--- src/pieb_pkg.sv ---
// Package with register map, field layout and reset values of the enable bank
package pieb_pkg;

  // Bus widths
  localparam int REG_AW = 8;
  localparam int REG_DW = 8;

  // Register offsets
  localparam logic [REG_AW-1:0] PIE_OFFSET      = 8'h8c;
  localparam logic [REG_AW-1:0] CTRL_OFFSET     = 8'h0b;
  localparam logic [REG_AW-1:0] FLAG_OFFSET     = 8'h0c;
  localparam logic [REG_AW-1:0] FLAG_CLR_OFFSET = 8'h0d;

  // Source bit positions in the enable, flag and clear registers
  localparam int TIMER1_OVF_BIT  = 0;
  localparam int TIMER2_MAT_BIT  = 1;
  localparam int CAPCMP_BIT      = 2;
  localparam int SYNC_SERIAL_BIT = 3;
  localparam int USART_TX_BIT    = 4;
  localparam int USART_RX_BIT    = 5;
  localparam int RESERVED_BIT    = 6;
  localparam int PARALLEL_BIT    = 7;

  // Control register bit positions
  localparam int PERIPH_GATE_BIT = 6;
  localparam int GLOBAL_EN_BIT   = 7;

  // Field groups
  localparam logic [REG_DW-1:0] BASE_SRC_MASK = 8'h0f;
  localparam logic [REG_DW-1:0] USART_MASK    = 8'h30;
  localparam logic [REG_DW-1:0] RESERVED_MASK = 8'h40;
  localparam logic [REG_DW-1:0] PARALLEL_MASK = 8'h80;
  localparam logic [REG_DW-1:0] CTRL_MASK     = 8'hc0;
  localparam logic [REG_DW-1:0] ALL_ONES      = 8'hff;

  // Reset values
  localparam logic [REG_DW-1:0] PIE_RESET  = 8'h00;
  localparam logic [REG_DW-1:0] CTRL_RESET = 8'h00;
  localparam logic [REG_DW-1:0] FLAG_RESET = 8'h00;

  // Read source selected by the address decoder
  typedef enum logic [1:0] {
    RD_NONE,
    RD_ENABLE,
    RD_FLAG,
    RD_CTRL
  } pieb_rdsel_t;

endpackage
--- src/pieb_enable_reg.sv ---
// Software written register with a mask of writable bits
module pieb_enable_reg #(
  parameter logic [7:0] WRITE_MASK  = pieb_pkg::ALL_ONES,
  parameter logic [7:0] RESET_VALUE = pieb_pkg::PIE_RESET
) (
  // Clock and reset
  input  wire logic                        ref_clk,
  input  wire logic                        rst,
  // Software write
  input  wire logic                        wrStrobe,
  input  wire logic [pieb_pkg::REG_DW-1:0] wrData,
  // Stored value
  output logic      [pieb_pkg::REG_DW-1:0] regQ
);
  import pieb_pkg::*;

  // Bits outside the write mask ignore writes and stay at zero
  always_ff @(posedge ref_clk)
  begin
    if (rst)
    begin
      regQ <= RESET_VALUE & WRITE_MASK;
    end
    else if (wrStrobe)
    begin
      regQ <= wrData & WRITE_MASK;
    end
  end

endmodule

--- src/pieb_flag_bank.sv ---
// Sticky event flags, set by hardware and cleared by software write of ones
module pieb_flag_bank #(
  parameter logic [7:0] IMPL_MASK = pieb_pkg::ALL_ONES
) (
  // Clock and reset
  input  wire logic                        ref_clk,
  input  wire logic                        rst,
  // Event pulses and clear request
  input  wire logic [pieb_pkg::REG_DW-1:0] setEvent,
  input  wire logic [pieb_pkg::REG_DW-1:0] clrBits,
  // Flag state
  output logic      [pieb_pkg::REG_DW-1:0] flagQ
);
  import pieb_pkg::*;

  // One sticky flag per source; an event in the clear cycle wins
  for (genvar i = 0; i < REG_DW; i++)
  begin : g_flag
    if (IMPL_MASK[i])
    begin : g_impl
      always_ff @(posedge ref_clk)
      begin
        if (rst)
        begin
          flagQ[i] <= FLAG_RESET[i];
        end
        else if (setEvent[i])
        begin
          flagQ[i] <= 1'b1;
        end
        else if (clrBits[i])
        begin
          flagQ[i] <= 1'b0;
        end
      end
    end
    else
    begin : g_none
      assign flagQ[i] = 1'b0;
    end
  end

endmodule

--- src/pieb_irq_enable_bank.sv ---
// Peripheral interrupt enable bank with flags, gates and register port
module pieb_irq_enable_bank #(
  parameter bit HAS_USART    = 1'b1,
  parameter bit HAS_PARALLEL = 1'b1
) (
  // Clock and reset
  input  wire logic                        ref_clk,
  input  wire logic                        rst,
  // Register port
  input  wire logic [pieb_pkg::REG_AW-1:0] regAddr,
  input  wire logic [pieb_pkg::REG_DW-1:0] regWrData,
  input  wire logic                        regWrEn,
  input  wire logic                        regRdEn,
  output logic      [pieb_pkg::REG_DW-1:0] regRdData,
  // Peripheral event pulses, one per source bit
  input  wire logic [pieb_pkg::REG_DW-1:0] srcEvent,
  // Interrupt request to the core
  output logic                             irqOut
);
  import pieb_pkg::*;

  // Bits that software can write in the enable register
  localparam logic [REG_DW-1:0] USART_PART =
    HAS_USART ? USART_MASK : 8'h00;
  localparam logic [REG_DW-1:0] PIE_WR_MASK =
    BASE_SRC_MASK | USART_PART | RESERVED_MASK | PARALLEL_MASK;

  // Bits that have a real event source behind them
  localparam logic [REG_DW-1:0] PARALLEL_PART =
    HAS_PARALLEL ? PARALLEL_MASK : 8'h00;
  localparam logic [REG_DW-1:0] SRC_MASK =
    BASE_SRC_MASK | USART_PART | PARALLEL_PART;

  // Decoder outputs
  pieb_rdsel_t               rdSel;
  logic                      pieWr;
  logic                      ctrlWr;
  logic                      clrWr;

  // Register contents and derived request
  logic [REG_DW-1:0]         pieQ;
  logic [REG_DW-1:0]         ctrlQ;
  logic [REG_DW-1:0]         flagQ;
  logic [REG_DW-1:0]         clrBits;
  logic [REG_DW-1:0]         liveEvent;
  logic [REG_DW-1:0]         pendingEn;
  logic                      gateOpen;
  logic                      irqReq;
  logic [REG_DW-1:0]         regRdData_q;
  logic [REG_DW-1:0]         regRdData_d;
  logic                      irq_q;

  // Address decoder for reads and writes
  always_comb
  begin
    rdSel  = RD_NONE;
    pieWr  = 1'b0;
    ctrlWr = 1'b0;
    clrWr  = 1'b0;
    if (regAddr == PIE_OFFSET)
    begin
      rdSel = RD_ENABLE;
      pieWr = regWrEn;
    end
    else if (regAddr == CTRL_OFFSET)
    begin
      rdSel  = RD_CTRL;
      ctrlWr = regWrEn;
    end
    else if (regAddr == FLAG_OFFSET)
    begin
      rdSel = RD_FLAG; // Read only, writes ignored
    end
    else if (regAddr == FLAG_CLR_OFFSET)
    begin
      clrWr = regWrEn; // Write only, reads give zero
    end
    else
    begin
      rdSel = RD_NONE; // Unmapped: writes dropped, reads zero
    end
  end

  // Per-source enable register; reserved bits stay writable
  pieb_enable_reg #(
    .WRITE_MASK  (PIE_WR_MASK),
    .RESET_VALUE (PIE_RESET)
  ) u_pie (
    .ref_clk  (ref_clk),
    .rst      (rst),
    .wrStrobe (pieWr),
    .wrData   (regWrData),
    .regQ     (pieQ)
  );

  // Control register holding the peripheral gate and global enable
  pieb_enable_reg #(
    .WRITE_MASK  (CTRL_MASK),
    .RESET_VALUE (CTRL_RESET)
  ) u_ctrl (
    .ref_clk  (ref_clk),
    .rst      (rst),
    .wrStrobe (ctrlWr),
    .wrData   (regWrData),
    .regQ     (ctrlQ)
  );

  // Events of absent sources are dropped before the flags
  assign liveEvent = srcEvent & SRC_MASK;
  assign clrBits   = regWrData & {REG_DW{clrWr}};

  // Sticky flags, independent of every enable
  pieb_flag_bank #(
    .IMPL_MASK (SRC_MASK)
  ) u_flags (
    .ref_clk  (ref_clk),
    .rst      (rst),
    .setEvent (liveEvent),
    .clrBits  (clrBits),
    .flagQ    (flagQ)
  );

  // Request combine: per-source enable, then both gates
  assign pendingEn = flagQ & pieQ & SRC_MASK;
  assign gateOpen  = ctrlQ[PERIPH_GATE_BIT] & ctrlQ[GLOBAL_EN_BIT];
  assign irqReq    = (|pendingEn) & gateOpen;

  // Registered interrupt level to the core
  always_ff @(posedge ref_clk)
  begin
    if (rst)
    begin
      irq_q <= 1'b0;
    end
    else
    begin
      irq_q <= irqReq;
    end
  end

  assign irqOut = irq_q;

  // Read mux; data valid only in the cycle after the strobe
  always_comb
  begin
    regRdData_d = 8'h00;
    if (regRdEn)
    begin
      case (rdSel)
        RD_ENABLE: regRdData_d = pieQ;
        RD_FLAG:   regRdData_d = flagQ;
        RD_CTRL:   regRdData_d = ctrlQ;
        default:   regRdData_d = 8'h00;
      endcase
    end
  end

  // Read data register
  always_ff @(posedge ref_clk)
  begin
    if (rst)
    begin
      regRdData_q <= 8'h00;
    end
    else
    begin
      regRdData_q <= regRdData_d;
    end
  end

  assign regRdData = regRdData_q;
endmodule

--- config.mk ---
export PLATFORM = sky130hd
export DESIGN_NAME = pieb_irq_enable_bank
export DESIGN_NICKNAME = d
export VERILOG_FILES = /design/src/pieb_pkg.sv /design/src/pieb_enable_reg.sv /design/src/pieb_flag_bank.sv /design/src/pieb_irq_enable_bank.sv
export SDC_FILE = /design/constraint.sdc
export NUM_CORES = 1
export LEC_CHECK = 0
export BUFFER_PORTS_ARGS = -buffer_cell sky130_fd_sc_hd__buf_2
export CAP_MARGIN = 30
export CORE_ASPECT_RATIO = 1.4
export CORE_MARGIN = 1
export CORE_UTILIZATION = 35
export CTS_CLUSTER_SIZE = 10
export DETAILED_ROUTE_END_ITERATION = 8
export PLACE_DENSITY = 0.58
export SKIP_LAST_GASP = 1
export SLEW_MARGIN = 20
export SYNTH_ARGS = -nofsm -noshare
export SYNTH_HDL_FRONTEND = slang
export SYNTH_SLANG_ARGS = --single-unit
--- constraint.sdc ---
create_clock -name ref_clk -period 1.6 [get_ports ref_clk]
set_clock_uncertainty 0.1 [all_clocks]
set_input_delay 0.32 -clock ref_clk [delete_from_list [all_inputs] [get_ports ref_clk]]
set_output_delay 0.32 -clock ref_clk [all_outputs]
set_load 0.02 [all_outputs]
==> impl_metrics.py <==
metrics = {
    "status": {
        "outcome": "finished clean",
    },
    "global_routing": {
        "grt_pass1_wl_um": 4698,
        "antenna_found_initial": 0,
        "grt_pass1_vias": 1104,
        "grtUsageTotal": 0.1727,
        "grt-ovfl-total": 0,
        "grt_max_degree": 20,
    },
    "routing": {
        "wirelength_um": 2910,
        "viasPerCell": 5.444,
        "drtIter0Drc": 42,
        "antenna_left": 0,
        "dr.pass1.iters": 4,
        "wl_per_cell_um": 14.20,
        "num_vias": 1116,
        "drc": 0,
    },
    "floorplanning": {
        "placementRows": 24,
        "io_pins": 37,
        "die_w_um": 50.47,
        "die_h_um": 69.86,
        "core_um2": 3123,
        "die_area_um2": 3526,
        "start_util": 0.3686,
    },
    "timing": {
        "max_freq_ghz": 0.7157,
        "hold_viol_final": 0,
        "report.final.setup_viol": 0,
        "fin_tns_setup_ns": 0,
        "slew_headroom": 0.7241,
        "drv_slew": 0,
        "rsz0062_at_grt": "no",
        "period_share": 0.8733,
        "post-route-min-period_ns": 1.397,
        "tightest_slew_ns": 0.4139,
        "holdWs_ns": 0.2206,
    },
    "clock_tree": {
        "clk_latency_ns": 0.26,
        "cts_setup_buffers": 0,
        "hold_buffers": 0,
        "cts_buffers": 3,
        "cts_buffer_depth": 2,
        "cts_resized": 0,
        "clkTransAtPathRegs_ns": 0.09,
        "root_buffer": "clkbuf_8",
        "h-tree-depth": 1,
        "cts.sink_count": 26,
        "cts_tree": "built",
    },
    "worst_hold_path": {
        "whs_path_depth": 3,
        "worstHoldPathType": "in -> reg",
        "min_to": "u_pie.regQ[4]",
        "min_from": "regWrData[4]",
    },
    "power_and_ir_drop": {
        "power_leakage_nw": 0.6056,
        "power_mw": 1.215,
        "powerDensity_nw_per_um2": 816.8,
        "ir_drop_v": 0.0004790,
    },
    "critical_path": {
        "critPathArrivalTime_ns": 1.50,
        "crit_buf_inv": 1,
        "crit_top_cell": "or3_1",
        "critPathSlowestCell": "or3_1",
        "critPathLaunch": "regAddr[6]",
        "max_stage_delay_ns": 0.50,
        "timing.rr.end": "irqOut",
        "crit_type": "in -> reg",
        "crit_family": "simple AND/OR/NAND/NOR gates",
        "r2r_start": "u_flags.flagQ[4]",
        "crit_chain": "buf_2, or3_1, or3_1, nor2_1",
        "path_max_fanout": 6,
        "crit_path_start_kind": "primary input",
        "end_kind": "flip-flop",
        "worstPathRequired_ns": 1.70,
        "reg2reg_depth": 3,
        "r2r_slack_ns": 0.32,
    },
    "finish": {
        "drive_gt1_frac": 0.3253,
        "stdcell_area_um2": 1488,
        "diodes": 0,
        "nNetsFinal": 195,
        "area_growth_pct": 29.24,
        "fin_util": 0.4764,
    },
    "place": {
        "dp_hpwl_um": 2282,
        "placed_area_um2": 1433,
        "port_buffers": 35,
        "gp_congestion": 0.7487,
    },
    "synthesis": {
        "syn_avg_cell_area_um2": 9.359,
        "syn-num-nets": 151,
        "yosysUniqueCellTypes": 30,
        "yosysWarnings": 0,
        "netlist_instances": 123,
        "synth_area_um2": 1151,
        "seq_area_frac_synth": 0.4522,
        "synth-seq-cells": 26,
    },
    "flow_run": {
        "cap_viol_max_count": 0,
    },
}
-- area by class of cell --
class	instances	area, um2
Fill cell	315	1635
Multi-Input combinational cell	87	586.8
Sequential cell	26	520.5
Timing Repair Buffer	48	272.8
Clock buffer	4	55.05
Tap cell	39	48.80
Inverter	1	3.754
-- cell usage after synthesis --
cell type	n	area share
nor2_1	13	0.042
and3_1	1	0.0054
a22o_1	1	0.0076
and2_1	1	0.0054
a221oi_1	1	0.0076
nor2b_1	7	0.038
buf_2	2	0.0087
nand3_1	3	0.013
a311oi_1	7	0.053
nor4_1	1	0.0054
dfxtp_1	26	0.45
buf_4	1	0.0065
buf_1	1	0.0033
or3_1	2	0.011
and4b_1	2	0.017
o31ai_1	8	0.052
nor3b_2	1	0.011
nand2_1	1	0.0033
nor4bb_1	1	0.0087
a21oi_1	10	0.043
mux2_2	1	0.0098
clkbuf_1	5	0.016
nand4_1	9	0.049
a211oi_1	1	0.0065
a222oi_1	1	0.0087
mux2i_1	8	0.070
inv_1	1	0.0033
nand2b_1	5	0.027
nand4bb_1	1	0.0098
nor3_1	1	0.0043
-- cells in the final DEF, fill, tap and decap left out, drive strengths merged --
master   netlist  layout
mux2i          8       8
and2           1       1
a22o           1       1
a211oi         1       1
a222oi         1       1
nor2b          7       7
o31ai          8       8
nand4          9       9
nand2          1       1
and3           1       1
a21oi         10      10
clkbuf         5       4
nor3           1       1
a311oi         7       7
a221oi         1       1
inv            1       1
dfxtp         26      26
mux2           1       1
nor2          13      13
buf            4      48
nand2b         5       5
nand4bb        1       1
nor4bb         1       1
and4b          2       2
nand3          3       3
or3            2       2
nor4           1       1
nor3b          1       1
-- power breakdown --
part           leakage (nW)  total [mW]  internal (mW)  switching (mW)
logic                 0.365       0.135         0.0659          0.0688
registers             0.212       0.670          0.660          0.0101
clock network        0.0288       0.411          0.219           0.191
total                 0.606        1.22          0.945           0.270
-- flip-flops by register name, summed over array words and instances, names as in the netlist --
name and cells:
irqOut 1, regRdData 8, u_flags.flagQ 7, u_pie.regQ 8, u_ctrl.regQ 2
-- cells by family (layout without fill, tap and decap cells) --
family / after synthesis / after routing / share of synthesized area
buffers and inverters: 10 / 53 / 0.03804
AO/OA/AOI/OAI: 29 / 29 / 0.1794
multiplexers: 9 / 9 / 0.07935
AND/OR/NAND/NOR: 49 / 49 / 0.2511
flip-flops: 26 / 26 / 0.4522
-- per-layer routing --
layer  up-vias  track usage  share of wire
met5         -            0              0
met4         0      0.09568          0.033
met3        10      0.02614          0.040
met2        34       0.2978           0.52
met1       520       0.1975           0.41
li1        552            -              -
-- how the worst max path moves through the flow --
stage	to	slack [ns]	cells after the start
floorplan	regRdData[0]	0.05	5
global placement	regRdData[4]	-0.05	4
detailed placement	regRdData[5]	-0.08	4
CTS	regRdData[5]	0.20	4
global route	regRdData[4]	0.14	4
finish	regRdData[5]	0.20	4
-- worst register-to-register path, delay by kind of cell, from the launching register on --
family             cells  cell delay [ns]
AOI/OAI and AO/OA      3             0.72
DFF                    1             0.33
-- metrics by stage --
stage               cells  worst slack [ns]
CTS                   205            0.1988
finish                205            0.2028
global route          205            0.1394
floorplan             123           0.04668
global placement      201          -0.04953
detailed placement    201          -0.07702
Power figures use the tool's default switching activity.
